### config.mk
export PLATFORM = sky130hd
export DESIGN_NAME = wdg_watchdog
export DESIGN_NICKNAME = d
export VERILOG_FILES = /design/src/wdg_pkg.sv /design/src/wdg_count_if.sv /design/src/wdg_downcounter.sv /design/src/wdg_watchdog.sv
export SDC_FILE = /design/constraint.sdc
export NUM_CORES = 1
export LEC_CHECK = 0
export BUFFER_PORTS_ARGS = -buffer_cell sky130_fd_sc_hd__buf_2
export CORE_UTILIZATION = 55
export CTS_BUF_LIST = sky130_fd_sc_hd__clkbuf_8
export DETAILED_ROUTE_END_ITERATION = 6
export PLACE_DENSITY = 0.76
export SYNTH_ARGS = -nofsm -noshare
export SYNTH_HDL_FRONTEND = slang
export SYNTH_SLANG_ARGS = --single-unit
### constraint.sdc
create_clock -name clock -period 4.2 [get_ports clock]
set_input_delay 0.42 -clock clock [delete_from_list [all_inputs] [get_ports clock]]
set_output_delay 0.42 -clock clock [all_outputs]
set_load 0.01 [all_outputs]
### src/wdg_pkg.sv
// shared constants for the reloadable watchdog downcounter
package wdg_pkg;
  localparam int DATA_W = 8;
  localparam int ADDR_W = 8;
  localparam int COUNT_W = 7;
  // register location and layout
  localparam logic [ADDR_W-1:0] CTRL_ADDR = 8'hd8;
  localparam logic [DATA_W-1:0] CTRL_RESET = 8'hfe;
  localparam int ARM_POS = 0;
  localparam int SR_POS = 1;
  localparam int PERIOD_LSB = 2;
  localparam int PERIOD_MSB = 7;
  // counter layout
  localparam int TRIG_POS = 6;
  localparam logic [COUNT_W-1:0] COUNT_RESET = 7'h7f;
  localparam logic [COUNT_W-1:0] TRIG_EDGE = 7'h40;
  localparam logic [COUNT_W-1:0] TRIG_AFTER = 7'h3f;
  // timing
  localparam int PERIODS = 64;
  localparam int STEP_CYCLES = 3072;
  localparam int MIN_INSTR = 28;
  localparam int RST_HOLD_CYCLES = 4096;
  localparam int SYNC_SETTLE = 2;
endpackage

### src/wdg_count_if.sv
// link between the control logic and the downcounter
`timescale 1ns/10ps
interface wdg_count_if;
  import wdg_pkg::*;
  logic load;
  logic [COUNT_W-1:0] load_value;
  logic run;
  logic hold;
  logic [COUNT_W-1:0] count;
  logic trig_fall;
  modport ctrl (output load, output load_value, output run, output hold,
                input count, input trig_fall);
  modport counter (input load, input load_value, input run, input hold,
                   output count, output trig_fall);
endinterface

### src/wdg_downcounter.sv
// prescaled 7-bit downcounter with trigger-bit fall detection
`timescale 1ns/10ps
module wdg_downcounter #(
  parameter int STEP = wdg_pkg::STEP_CYCLES
) (
  // clock and reset
  input wire logic clock,
  input wire logic sys_rst,
  // control side
  wdg_count_if.counter ctr
);
  import wdg_pkg::*;

  localparam int PW = $clog2(STEP);
  localparam logic [PW-1:0] STEP_LAST = PW'(STEP - 1);

  logic [PW-1:0] presc_ff;
  logic [COUNT_W-1:0] count_ff;
  logic fall_ff;
  logic tick;

  //////////////////////////////////////////////////////////////////////////////
  // one decrement every step: 64 steps from full count to the trigger fall
  assign tick = ctr.run && !ctr.load && !ctr.hold && (presc_ff == STEP_LAST);

  // prescaler restarts on load so a fresh period is never cut short
  always_ff @(posedge clock or posedge sys_rst)
  begin
    if (sys_rst)
      presc_ff <= '0;
    else if (ctr.load || ctr.hold || tick)
      presc_ff <= '0;
    else if (ctr.run)
      presc_ff <= presc_ff + 1'b1;
  end

  always_ff @(posedge clock or posedge sys_rst)
  begin
    if (sys_rst)
      count_ff <= COUNT_RESET;
    else if (ctr.hold)
      count_ff <= COUNT_RESET;
    else if (ctr.load)
      count_ff <= ctr.load_value;
    else if (tick)
      count_ff <= count_ff - 1'b1;
  end

  // trigger is bit 6 falling; the low six bits only set the period
  always_ff @(posedge clock or posedge sys_rst)
  begin
    if (sys_rst)
      fall_ff <= 1'b0;
    else
      fall_ff <= tick && (count_ff == TRIG_EDGE);
  end

  assign ctr.count = count_ff;
  assign ctr.trig_fall = fall_ff;

  trig_fall_value_a: assert property (
    @(posedge clock) disable iff (sys_rst)
    ctr.trig_fall |-> (ctr.count == TRIG_AFTER) && !ctr.count[TRIG_POS])
    else $error("trigger fall without bit 6 dropping");

  frozen_count_a: assert property (
    @(posedge clock) disable iff (sys_rst)
    (!ctr.run && !ctr.load && !ctr.hold) |=> $stable(ctr.count))
    else $error("counter moved while frozen");
endmodule

### src/wdg_watchdog.sv
// watchdog control register, stop-mode handling and reset generation
//
// The address-and-strobe port is this design's own decision.
`timescale 1ns/10ps
//////////////////////////////////////////////////////////////////////////////
module wdg_watchdog #(
  parameter int STEP = wdg_pkg::STEP_CYCLES,
  parameter int RST_HOLD = wdg_pkg::RST_HOLD_CYCLES
) (
  // clock and reset
  input wire logic clock,
  input wire logic sys_rst,
  // register port
  input wire logic [wdg_pkg::ADDR_W-1:0] addr,
  input wire logic [wdg_pkg::DATA_W-1:0] wdata,
  input wire logic wr_stb,
  input wire logic rd_stb,
  output logic [wdg_pkg::DATA_W-1:0] rdata,
  // processor core
  input wire logic stop_instr,
  input wire logic wake_irq,
  output logic stop_mode,
  output logic wait_mode,
  // pins and options
  input wire logic halt_permit_pin,
  input wire logic hw_activation,
  input wire logic ext_stop_ctrl,
  // reset outputs
  output logic wdg_reset,
  output logic reset_pin_out,
  output logic reset_pin_oe_n
);
  import wdg_pkg::*;

  localparam int HW = $clog2(RST_HOLD + 1);
  localparam logic [HW-1:0] HOLD_LAST = HW'(RST_HOLD - 1);

  wdg_count_if ctr ();

  logic [2:0] sync1_ff;
  logic [2:0] sync2_ff;
  logic [1:0] settle_ff;
  logic hw_opt_ff;
  logic ext_opt_ff;
  logic arm_ff;
  logic holding_ff;
  logic [HW-1:0] hold_cnt_ff;
  logic [DATA_W-1:0] rdata_ff;
  logic stop_mode_ff;
  logic wait_mode_ff;
  logic reset_pin_out_ff;
  logic reset_pin_oe_n_ff;
  logic armed;
  logic ctrl_wr;
  logic sr_zero_wr;
  logic fire;
  logic true_stop;
  logic nmi_level;
  logic [COUNT_W-1:0] nxt_load_value;
  logic [DATA_W-1:0] nxt_rdata;

  //////////////////////////////////////////////////////////////////////////////
  // pin synchronisers: nmi level and the two option straps
  always_ff @(posedge clock or posedge sys_rst)
  begin
    if (sys_rst)
    begin
      sync1_ff <= 3'h0;
      sync2_ff <= 3'h0;
    end
    else
    begin
      sync1_ff <= {ext_stop_ctrl, hw_activation, halt_permit_pin};
      sync2_ff <= sync1_ff;
    end
  end

  assign nmi_level = sync2_ff[0];

  // straps sampled on the first three edges, kept from the third once the synchroniser has settled
  always_ff @(posedge clock or posedge sys_rst)
  begin
    if (sys_rst)
    begin
      settle_ff <= 2'h0;
      hw_opt_ff <= 1'b0;
      ext_opt_ff <= 1'b0;
    end
    // third edge after release is the first that sees the strap through both flops
    else if (settle_ff != 2'(SYNC_SETTLE + 1))
    begin
      settle_ff <= settle_ff + 1'b1;
      hw_opt_ff <= sync2_ff[1];
      ext_opt_ff <= sync2_ff[2];
    end
  end

  //////////////////////////////////////////////////////////////////////////////
  // register decode
  assign ctrl_wr = wr_stb && (addr == CTRL_ADDR) && !holding_ff;
  assign sr_zero_wr = ctrl_wr && !wdata[SR_POS];
  assign armed = hw_opt_ff || arm_ff;

  // register bits 7..1 are the counter bits 0..6
  always_comb
  begin
    nxt_load_value = '0;
    for (int i = 0; i < COUNT_W; i++)
      nxt_load_value[i] = wdata[DATA_W - 1 - i];
  end

  always_ff @(posedge clock or posedge sys_rst)
  begin
    if (sys_rst)
      arm_ff <= CTRL_RESET[ARM_POS];
    else if (holding_ff)
      arm_ff <= CTRL_RESET[ARM_POS];
    else if (ctrl_wr && wdata[ARM_POS])
      arm_ff <= 1'b1;
  end

  // reading shows the live count, reversed, and the arm state
  always_comb
  begin
    nxt_rdata = '0;
    for (int i = 0; i < COUNT_W; i++)
      nxt_rdata[DATA_W - 1 - i] = ctr.count[i];
    nxt_rdata[ARM_POS] = armed;
  end

  // unmapped reads and idle cycles return zero
  always_ff @(posedge clock or posedge sys_rst)
  begin
    if (sys_rst)
      rdata_ff <= '0;
    else if (rd_stb && (addr == CTRL_ADDR))
      rdata_ff <= nxt_rdata;
    else
      rdata_ff <= '0;
  end

  //////////////////////////////////////////////////////////////////////////////
  // counter control; software keeps the count alive by rewriting it
  assign ctr.load = ctrl_wr && wdata[SR_POS];
  assign ctr.load_value = nxt_load_value;
  assign ctr.hold = holding_ff;
  assign ctr.run = !stop_mode_ff;

  wdg_downcounter #(
    .STEP(STEP)
  ) u_counter (
    .clock(clock),
    .sys_rst(sys_rst),
    .ctr(ctr.counter)
  );

  // disarmed expiry just wraps the free timer
  assign fire = !holding_ff && ((armed && ctr.trig_fall) || sr_zero_wr);

  //////////////////////////////////////////////////////////////////////////////
  // reset stretch stands in for the oscillator stabilisation delay
  always_ff @(posedge clock or posedge sys_rst)
  begin
    if (sys_rst)
    begin
      holding_ff <= 1'b0;
      hold_cnt_ff <= '0;
    end
    else if (fire)
    begin
      holding_ff <= 1'b1;
      hold_cnt_ff <= '0;
    end
    else if (holding_ff)
    begin
      holding_ff <= (hold_cnt_ff != HOLD_LAST);
      hold_cnt_ff <= hold_cnt_ff + 1'b1;
    end
  end

  // pin pulled low only while our reset stands; released otherwise
  always_ff @(posedge clock or posedge sys_rst)
  begin
    if (sys_rst)
    begin
      reset_pin_out_ff <= 1'b0;
      reset_pin_oe_n_ff <= 1'b1;
    end
    else
    begin
      reset_pin_out_ff <= 1'b0;
      reset_pin_oe_n_ff <= !(fire || (holding_ff && (hold_cnt_ff != HOLD_LAST)));
    end
  end

  //////////////////////////////////////////////////////////////////////////////
  // stop handling: true stop freezes the counter, wait keeps it counting
  assign true_stop = !armed || (ext_opt_ff && nmi_level);

  // a stop in the same cycle as a wake wins, so the request is not lost
  always_ff @(posedge clock or posedge sys_rst)
  begin
    if (sys_rst)
    begin
      stop_mode_ff <= 1'b0;
      wait_mode_ff <= 1'b0;
    end
    else if (fire || holding_ff)
    begin
      stop_mode_ff <= 1'b0;
      wait_mode_ff <= 1'b0;
    end
    else if (stop_instr)
    begin
      stop_mode_ff <= true_stop;
      wait_mode_ff <= !true_stop;
    end
    else if (wake_irq)
    begin
      stop_mode_ff <= 1'b0;
      wait_mode_ff <= 1'b0;
    end
  end

  assign rdata = rdata_ff;
  assign stop_mode = stop_mode_ff;
  assign wait_mode = wait_mode_ff;
  assign wdg_reset = holding_ff;
  assign reset_pin_out = reset_pin_out_ff;
  assign reset_pin_oe_n = reset_pin_oe_n_ff;

  //////////////////////////////////////////////////////////////////////////////
  // checks
  sr_zero_fire_a: assert property (
    @(posedge clock) disable iff (sys_rst)
    sr_zero_wr |=> wdg_reset && !reset_pin_oe_n)
    else $error("reboot bit write did not reset");

  expiry_fire_a: assert property (
    @(posedge clock) disable iff (sys_rst)
    (armed && ctr.trig_fall && !holding_ff) |=> wdg_reset)
    else $error("armed expiry did not reset");

  disarmed_quiet_a: assert property (
    @(posedge clock) disable iff (sys_rst)
    (!armed && !sr_zero_wr && !holding_ff) |=> !wdg_reset)
    else $error("reset while disarmed");

  arm_sticky_a: assert property (
    @(posedge clock) disable iff (sys_rst)
    (arm_ff && !holding_ff && !fire) |=> arm_ff)
    else $error("watchdog disarmed without reset");

  reset_hold_a: assert property (
    @(posedge clock) disable iff (sys_rst)
    $rose(wdg_reset) |-> wdg_reset[*8] ##0 (ctr.count == COUNT_RESET))
    else $error("watchdog reset too short");

  pin_low_a: assert property (
    @(posedge clock) disable iff (sys_rst)
    $rose(wdg_reset) |-> !reset_pin_oe_n && !reset_pin_out)
    else $error("reset pin not driven low");

  hw_wait_a: assert property (
    @(posedge clock) disable iff (sys_rst)
    (stop_instr && hw_opt_ff && !ext_opt_ff && !fire && !holding_ff)
      |=> wait_mode && !stop_mode)
    else $error("stop not turned into wait");

  ext_stop_a: assert property (
    @(posedge clock) disable iff (sys_rst)
    (stop_instr && armed && ext_opt_ff && nmi_level && !fire && !holding_ff)
      |=> stop_mode ##1 (!stop_mode || $stable(ctr.count)))
    else $error("external stop did not freeze");

  reload_a: assert property (
    @(posedge clock) disable iff (sys_rst)
    ctr.load |=> ctr.count == $past(nxt_load_value))
    else $error("write did not reload counter");

  arm_read_a: assert property (
    @(posedge clock) disable iff (sys_rst)
    (rd_stb && (addr == CTRL_ADDR) && hw_opt_ff) |=> rdata[ARM_POS])
    else $error("arm bit not read as one");
endmodule

======== After elaboration in Yosys (flattened, before gate mapping) ========
Cells that the tools add are included.
storage, ports and cells
  bits in writable memories ............... 0
  register bits after elaboration ......... 56
  latch bits .............................. 0
  memories kept ........................... 0
  bits in read-only memories .............. 0
  output and inout bits ................... 13
  input port bits ......................... 25
  logic and storage cells ................. 74
operators by class
  add/subtract/negate cells ............... 4
  bitwise operators ....................... 0
  div/mod/pow operators ................... 0
  $lt $le $gt $ge ......................... 0
  eq/ne operators ......................... 6
  shifts and indexed selects .............. 0
  mux-type cells .......................... 17
  $mul .................................... 0
  reductions and logical operators ........ 32
operators with widths
  kind                                              count
  2-to-1 mux 13 bit                                 2
  2-to-1 mux 12 bit                                 2
  2-to-1 mux 7 bit                                  3
  logical AND 1 bit                                 14
  adder 13 x 1 -> 13 bit, second input constant     1
  != test 13 x 12 -> 1 bit, second input constant   1
  adder 12 x 1 -> 12 bit, second input constant     1
  == test 12 bit, second input constant             1
  2-to-1 mux 1 bit                                  9
  == test 8 bit, second input constant              1
  2-to-1 mux 8 bit                                  1
  == test 7 bit, second input constant              1
  logical NOT 1 bit                                 7
  logical OR 1 bit                                  7
  subtractor 7 x 1 -> 7 bit, second input constant  1
  nonzero test 3 bit                                2
  nonzero test 2 bit                                2
  adder 2 x 1 -> 2 bit, second input constant       1
  != test 2 x 1 -> 1 bit, second input constant     1
  != test 2 bit, second input constant              1

======== Depth between registers and ports, before layout ========
Gate-level depths: netlist (run 1).
  depth after elaboration ................. 11
  mapped depth ............................ 7
  mapped depth without buffers ............ 6

======== Hierarchy ========
Synthesis (run 1) repeated with hierarchy kept, for this count alone.
second synthesis, totals
  cell total of the unflattened synthesis .. 238
  area, all modules ....................... 2652.5 um2
by module, submodules not included
  module           seq. area each (um2)  area each (um2)  times used  cells each
  wdg_watchdog     902.1                 1497.7           1           123
  wdg_downcounter  509.2                 1154.9           1           115

======== Worst setup path before layout (run 1) ========
No wires, ideal clock.
  path type ............................... input -> register
  start ................................... input addr[5] (netlist name)
  end ..................................... register hold_cnt_ff[12]
  arrival ................................. 1444 ps
  required time ........................... 4073 ps
  setup slack ............................. 2630 ps
  stages on the path ...................... 6
  path through ............................ and4bb_2 a41oi_1 or2_2 clkbuf_1 nand3_1 o21ai_0
on the way
  longest elaborated chain between the ends .. 7
  elaborated cells on any way between the ends .. 8
  those cells by class .................... eq/ne: 1; mux: 1; reduce/logical: 6
RTL lines
  item                                                     line                 text
  from (decl)                                              wdg_watchdog.sv:14   input wire logic [wdg_pkg::ADDR_W-1:0] addr,
  == test 8 bit (*)                                        wdg_watchdog.sv:100  assign ctrl_wr = wr_stb && (addr == CTRL_ADDR) && !holding_ff;
  logical AND 1 bit (*) (2 in a row)                       wdg_watchdog.sv:100
  logical AND 1 bit (*)                                    wdg_watchdog.sv:101  assign sr_zero_wr = ctrl_wr && !wdata[SR_POS];
  logical OR 1 bit (*)                                     wdg_watchdog.sv:158  assign fire = !holding_ff && ((armed && ctr.trig_fall) || sr_zero_wr);
  logical AND 1 bit (*)                                    wdg_watchdog.sv:158
  2-to-1 mux 13 bit or nonzero test 2 bit (tied branches)  -
  to (signal assigned)                                     wdg_watchdog.sv:177  hold_cnt_ff <= hold_cnt_ff + 1'b1;
  to (decl)                                                wdg_watchdog.sv:47   logic [HW-1:0] hold_cnt_ff;
Every way passes the cells marked *; elsewhere a longest branch is shown, timed or not.
A chain may end at the register's enable or synchronous reset.

======== Worst setup path in the final report (run 1) ========
  start ................................... register holding_ff (netlist: wdg_reset)
  end ..................................... register reset_pin_oe_n_ff (netlist: reset_pin_oe_n)
on the way
  longest elaborated chain between the ends .. 7
  elaborated cells on any way between the ends .. 8
  those cells by class .................... reduce/logical: 8
RTL lines
  item                    line                                      text
  from (decl)             wdg_watchdog.sv:46                        logic holding_ff;
  from (signal assigned)  wdg_watchdog.sv:176                       holding_ff <= (hold_cnt_ff != HOLD_LAST);
  logical NOT 1 bit       wdg_watchdog.sv:100, wdg_watchdog.sv:158
  logical AND 1 bit       wdg_watchdog.sv:100
  logical AND 1 bit       wdg_watchdog.sv:101
  logical OR 1 bit        wdg_watchdog.sv:158
  logical AND 1 bit       wdg_watchdog.sv:158
  logical OR 1 bit (*)    wdg_watchdog.sv:192                       reset_pin_oe_n_ff <= !(fire || (holding_ff && (hold_cnt_ff != HOLD_LAST)));
  logical NOT 1 bit (*)   wdg_watchdog.sv:192
  to (signal assigned)    wdg_watchdog.sv:192
  to (decl)               wdg_watchdog.sv:52                        logic reset_pin_oe_n_ff;
Marked as above.

==> impl_metrics.yaml, run 1 <==
synthesis:
  ys.flop_type: "dfrtp_1"
  synth_top_cell_by_area: "dfrtp_1"
  synth_nets: 259
  synth-seq-area-share_pct: 56.20
  syn_avg_cell_area_um2: 10.97
  ys_warn_count: 0
  synth_cells: 229
  synth_top_area_share_pct: 47.83
  synth_area_um2: 2511
  synth_edf_count: 0
  async_reset_ff_share_pct: 100.0
  synth.area.top_cells: "dfrtp_1, dfstp_2, nor2_1"
  yosysUniqueCellTypes: 47
  synth-seq-cells: 56
hold_path:
  hold_end: "sync1_ff[1]$_DFF_PP0_"
  min_path_type: "primary input to flop"
  whs_path_depth: 1
  hold_start: "hw_activation"
clock_tree:
  cts-htree-levels: 2
  clk_latency_ps: 310
  path_clk_slew_ps: 100
  clock_sinks: 56
  root_buffer: "clkbuf_8"
  cts_tree: "done"
  postCtsSetupRepairBufs: 0
  cts_resized: 0
  ctsHoldBuffers: 0
  cts_made_buffers: 5
  clk_path_buf_depth: 2
global_routing:
  first_global_vias: 1733
  grt.total_usage_pct: 19.34
  grt_pass1_wl_um: 7465
  grt_max_degree: 57
  gr-total-overflow: 0
  antenna_found_initial: 0
route:
  wl_met2_um: 1920
  drc_errors: 0
  viasPerCell: 5.475
  wire_per_inst_um: 12.93
  route.met3.wl_um: 198
  drt-met1-wl_um: 2013
  num_vias: 1763
  drt_iter0_markers: 69
  top_layer_used: "met4"
  first_pass_iters: 4
  ant_nets: 0
  totalWireLength_um: 4162
sta:
  fin_crit_ps: 1716
  maxSlewViolCount: 0
  rsz0062_at_grt: "false"
  fin_tns_setup_ps: 0
  slew_headroom_pct: 55.10
  finalHoldViolations: 0
  fin_skew_ps: 3.295
  worstMarginPinSlew_ps: 673.6
  fin_crit_sh_pct: 40.85
  setup_viol: 0
  setup_ws_ps: 2484
  max_freq_ghz: 0.5829
placed_design:
  place_congestion: 0.8161
  port_buffers: 36
  dp_cells: 314
  place_ws_ps: 2385
  dp_hpwl_um: 2857
worst_setup_path:
  path_cells: "nand3_1 > nor3_1 > nand3_1 > nor2_1 > or2_2"
  r2r-start: "wdg_reset$_DFF_PP0_"
  crit_type: "flop to flop"
  arrival_ps: 1980
  cp.required_ps: 4460
  reg2reg_depth: 5
  cp_common_cell: "nand3_1"
  r2r_end: "reset_pin_oe_n$_DFF_PP1_"
  path_max_fanout: 17
  cp-start-kind: "flop"
  rrSetupSlack_ps: 2480
  cp-end-kind: "flop"
  worst_path_largest_cell_delay_ps: 660
  worst_path_max_delay_cell: "dfrtp_1"
finish:
  nNetsFinal: 299
  drive_gt1_share_pct: 26.67
  stdcell_count: 322
  area_growth_pct: 12.71
  fin_util_pct: 64.55
  num_antenna_cells: 0
floorplan:
  num_io_pins: 38
  start_util_pct: 57.28
  core_area_um2: 4384
  num_rows: 24
  die-area_um2: 4840
  fp.dieW_um: 69.57
  dieHeight_um: 69.57
pwr:
  power_leakage_uw: 0.001307
  ir_worst_vdd_uv: 223.0
  finalPower_uw: 1172
  power_density_nw_per_um2: 414.1
status:
  outcome: "finished clean"
run:
  cap_violations: 0
-- kinds of logic (layout without fill, tap and decap cells) --
| logic type | Yosys count | count (layout) | synth area share [%] |
|---|---|---|---|
| buffers and inverters | 8 | 49 | 1.644 |
| muxes | 6 | 6 | 2.641 |
| xor gates and xnor gates | 17 | 17 | 5.929 |
| adders and majority gates | 5 | 5 | 2.491 |
| DFF | 56 | 56 | 56.20 |
| other | 1 | 1 | 0.1493 |
| and+or+nand+nor | 105 | 105 | 23.02 |
| AOI/OAI and AO/OA | 31 | 31 | 7.923 |
-- metrics by stage --
stage | hold WS (ps) | instance area [um2]
after floorplan | 331.2 | 2511
after global placement | 333.5 | 2738
after detailed placement | 343.4 | 2738
after CTS | 201.8 | 2830
after global routing | 189.7 | 2830
final | 208.1 | 2830
-- synthesized netlist by cell type, types with 3 or more instances --
library cell	number
a21oi_1	8
nand4_1	5
dfrtp_1	48
nand2_1	14
and3_1	3
inv_1	4
ha_1	5
nor2_1	29
mux2_2	5
and2_1	8
nor3_1	4
nand3_1	18
xor2_1	11
nor2b_1	3
dfstp_2	8
xnor2_1	6
o21ai_0	12
-- routing by layer --
layer | global-route usage (%) | up-vias
li1 | - | 876
met1 | 25.15 | 838
met2 | 31.50 | 47
met3 | 5.523 | 2
met4 | 5.896 | 0
met5 | 0 | -
-- registers in the layout (all words and copies together) (netlist names) --
name                     flops
wait_mode                    1
sync1_ff                     3
ext_opt_ff                   1
u_counter.ctr.trig_fall      1
reset_pin_oe_n               1
u_counter.presc_ff          12
settle_ff                    2
rdata                        8
hold_cnt_ff                 13
hw_opt_ff                    1
stop_mode                    1
u_counter.ctr.count          7
arm_ff                       1
wdg_reset                    1
sync2_ff                     3
-- cells in the final DEF, fill, tap and decap left out, types with 6 or more instances in the layout --
| cell type | instances |
|---|---|
| and2_1 | 8 |
| nor2_1 | 29 |
| dfrtp_1 | 48 |
| dfstp_2 | 8 |
| xnor2_1 | 6 |
| nand2_1 | 14 |
| a21oi_1 | 8 |
| nand3_1 | 18 |
| buf_2 | 36 |
| o21ai_0 | 12 |
| xor2_1 | 11 |
-- worst max path at each step --
stage	from	to	slack, ps	cells past startpoint
floorplan	sys_rst	arm_ff$_DFFE_PP0P_	2420	1
global placement	addr[0]	hold_cnt_ff[8]$_DFFE_PP0N_	2410	6
detailed placement	addr[0]	hold_cnt_ff[8]$_DFFE_PP0N_	2380	6
CTS	wdg_reset$_DFF_PP0_	reset_pin_oe_n$_DFF_PP1_	2470	5
global route	wdg_reset$_DFF_PP0_	wdg_reset$_DFF_PP0_	2270	5
finish	wdg_reset$_DFF_PP0_	reset_pin_oe_n$_DFF_PP1_	2480	5
-- area by class of cell --
| type | instances | area [um2] |
|---|---|---|
| inverters | 4 | 15.01 |
| clock buffers | 5 | 68.82 |
| well taps | 52 | 65.06 |
| multi-input cells | 165 | 1059 |
| repair buffers | 37 | 187.7 |
| flip-flops and latches | 56 | 1411 |
| fillers | 347 | 1554 |
| clock inverters | 3 | 23.77 |
-- where the power goes --
part / internal [uW] / switching (uW)
Combinational: 93.7 / 90.6
Clock: 118 / 175
Sequential: 620 / 74.1
Total: 832 / 340
-- worst max-delay path: cells and delay by family, from the launching register on --
kind             cells  cell delay (ps)
DFF                  1              660
and+or+nand+nor      5             1000
(Power assumes the default switching activity.)
==> run 2: changes to the inputs <==
Settings changed: CORE_UTILIZATION 55 to 53, PLACE_DENSITY 0.76 to 0.77.
Clock period 4.2 ns to 1.5 ns, I/O delays scaled along.
==> run 2 against run 1 <==
Compared with the run above:
- the flow now finishes with violations (negative setup slack)
- critical path depth grew 1
- register-to-register slack got worse by 2600 ps
- setup slack worse by 2600 ps
- cell area is 9.7% higher
- via count grew 7.1%
- non-clock buffer count increased by 25
- global-route usage is 0.84 points higher
- critical path type unchanged
- largest cell class unchanged
- largest power group unchanged
==> impl_metrics.yaml, run 2 (synthesized netlist as in run 1, its figures left out) <==
status:
  outcome: "finished with violations"
  violations: "negative setup slack"
sta:
  fin_crit_sh_pct: 104.4
  setup_ws_ps: -65.95
  finalHoldViolations: 0
  maxSlewViolCount: 0
  whs_ps: 64.87
  fin_crit_ps: 1566
  fin_skew_ps: 5.220
  max_freq_ghz: 0.6386
  setup_viol: 5
  rsz0062_at_grt: "true"
run:
  cap_violations: 0
global_routing:
  antenna_found_initial: 0
  grt_pass1_wl_um: 7810
  first_global_vias: 1785
  grt_max_degree: 44
  grt.total_usage_pct: 20.18
  gr-total-overflow: 0
pwr:
  power_density_nw_per_um2: 1121
  power_leakage_uw: 0.001446
  ir_worst_vdd_uv: 601.0
  finalPower_uw: 3480
finish:
  final_cell_mix: "dfrtp_1, buf_2, nor2_1, buf_4, nand3_1"
  top_register: "hold_cnt_ff"
  drive_gt1_share_pct: 36.27
  stdcell_count: 347
  nNetsFinal: 324
  area_growth_pct: 23.62
  final_common_cell: "dfrtp_1"
  largest_reg_flops: 13
  num_antenna_cells: 0
  fin_util_pct: 69.85
clock_tree:
  clock_sinks: 56
  root_buffer: "clkbuf_8"
  clk_latency_ps: 310
  cts_tree: "done"
  cts-htree-levels: 2
  cts_made_buffers: 5
  path_clk_slew_ps: 100
  clk_path_buf_depth: 2
route:
  first_pass_iters: 6
  drt_iter0_markers: 183
  ant_nets: 0
  totalWireLength_um: 4778
  viasPerCell: 5.444
  num_vias: 1889
  wire_per_inst_um: 13.77
  drc_errors: 0
worst_setup_path:
  r2r-start: "u_counter.presc_ff[0]$_DFFE_PP0P_"
  crit_start: "u_counter.presc_ff[0]$_DFFE_PP0P_"
  path_cells: "ha_2 > and4b_2 > and2_4 > nand3_2 > or3_4 > a21oi_2"
  worst_path_largest_cell_delay_ps: 370
  cp-start-kind: "flop"
  worst_path_max_delay_cell: "dfrtp_1"
  crit_type: "flop to flop"
  cp-end-kind: "flop"
  critPathBufInv: 0
  cp.required_ps: 1740
  arrival_ps: 1810
  path_max_fanout: 4
  crit_family: "simple AND/OR/NAND/NOR gates"
floorplan:
  die-area_um2: 5018
  dieHeight_um: 70.84
  num_rows: 24
  fp.dieW_um: 70.84
  num_io_pins: 38
  core_area_um2: 4444
  start_util_pct: 56.50
placed_design:
  place_congestion: 0.8129
  dp_cells: 329
  dp_hpwl_um: 3322
  port_buffers: 36
  place_ws_ps: -74.40
hold_path:
  min_path_type: "primary input to flop"
  hold_start: "wdata[7]"
==> run 2: cell types whose count changed in the layout (fill, tap and decap cells not counted), moves of 2 or more <==
| cell | delta |
|---|---|
| a21oi_1 | -2 |
| a21oi_2 | +2 |
| buf_4 | +19 |
| clkinv_2 | +2 |
| dlygate4sd3_1 | +4 |
| nand2_1 | -3 |
| nand2_2 | +3 |
| nand3_1 | -2 |
| nand3_2 | +2 |
| nor3_1 | -2 |
| o21ai_0 | -3 |
| o21ai_1 | +3 |
==> run 2: cell type report <==
| class | instances | area, um2 |
|---|---|---|
| Multi-Input combinational cell | 165 | 1119 |
| Timing Repair Buffer | 62 | 401.6 |
| Sequential cell | 56 | 1413 |
| Fill cell | 322 | 1340 |
| Tap cell | 52 | 65.06 |
| Clock inverter | 3 | 18.77 |
| Clock buffer | 5 | 68.82 |
| Inverter | 4 | 18.77 |
==> run 2: worst paths after layout <==
path / endpoint / slack, ps / depth (start not counted)
worst min-delay path: u_counter.ctr.count[0]$_DFFE_PP1P_ / 60 / 3
max in group asynchronous: u_counter.ctr.count[3]$_DFFE_PP1P_ / 590 / 4
min in group asynchronous: settle_ff[0]$_DFFE_PP0P_ / 340 / 3
worst max-delay path: u_counter.presc_ff[10]$_DFFE_PP0P_ / -70 / 6
worst max register to register: u_counter.presc_ff[10]$_DFFE_PP0P_ / -70 / 6
worst min register to register: sync2_ff[1]$_DFF_PP0_ / 360 / 0
==> run 2: tightest hold or removal path: stages <==
cell and delay, ps:
buf_2 100, nor2_1 90, a21oi_1 40
==> run 2: power by group <==
group	internal [uW]	total (uW)	switching (uW)
sequential	1740	1930	194
combinational	389	737	347
clock	327	814	487
==> run 2: metal layers <==
metal	routed length, um	GRT usage [%]	vias up
met5	0	0	-
met4	40	6.667	0
met3	189	3.846	4
li1	-	-	926
met2	2280	34.40	49
met1	2267	26.12	910
==> run 2: repair_timing <==
item / in CTS / in global routing
hold endpoints to repair: 15 / 0
hold buffers: 4 / 0
endpoints found under the setup margin: 8 / 25
buffers inserted: 3 / 3
gates resized for setup: 2 / 15
pin swaps: 2 / 9
==> run 2: stage by stage <==
step | setup TNS (ps) | area, um2
6_report | -178.1 | 3104
5_1_grt | -1029 | 3104
4_1_cts | -93.35 | 3029
3_5_place_dp | -228.6 | 2872
3_3_place_gp | -2.310 | 2872
2_1_floorplan | -0.5881 | 2520
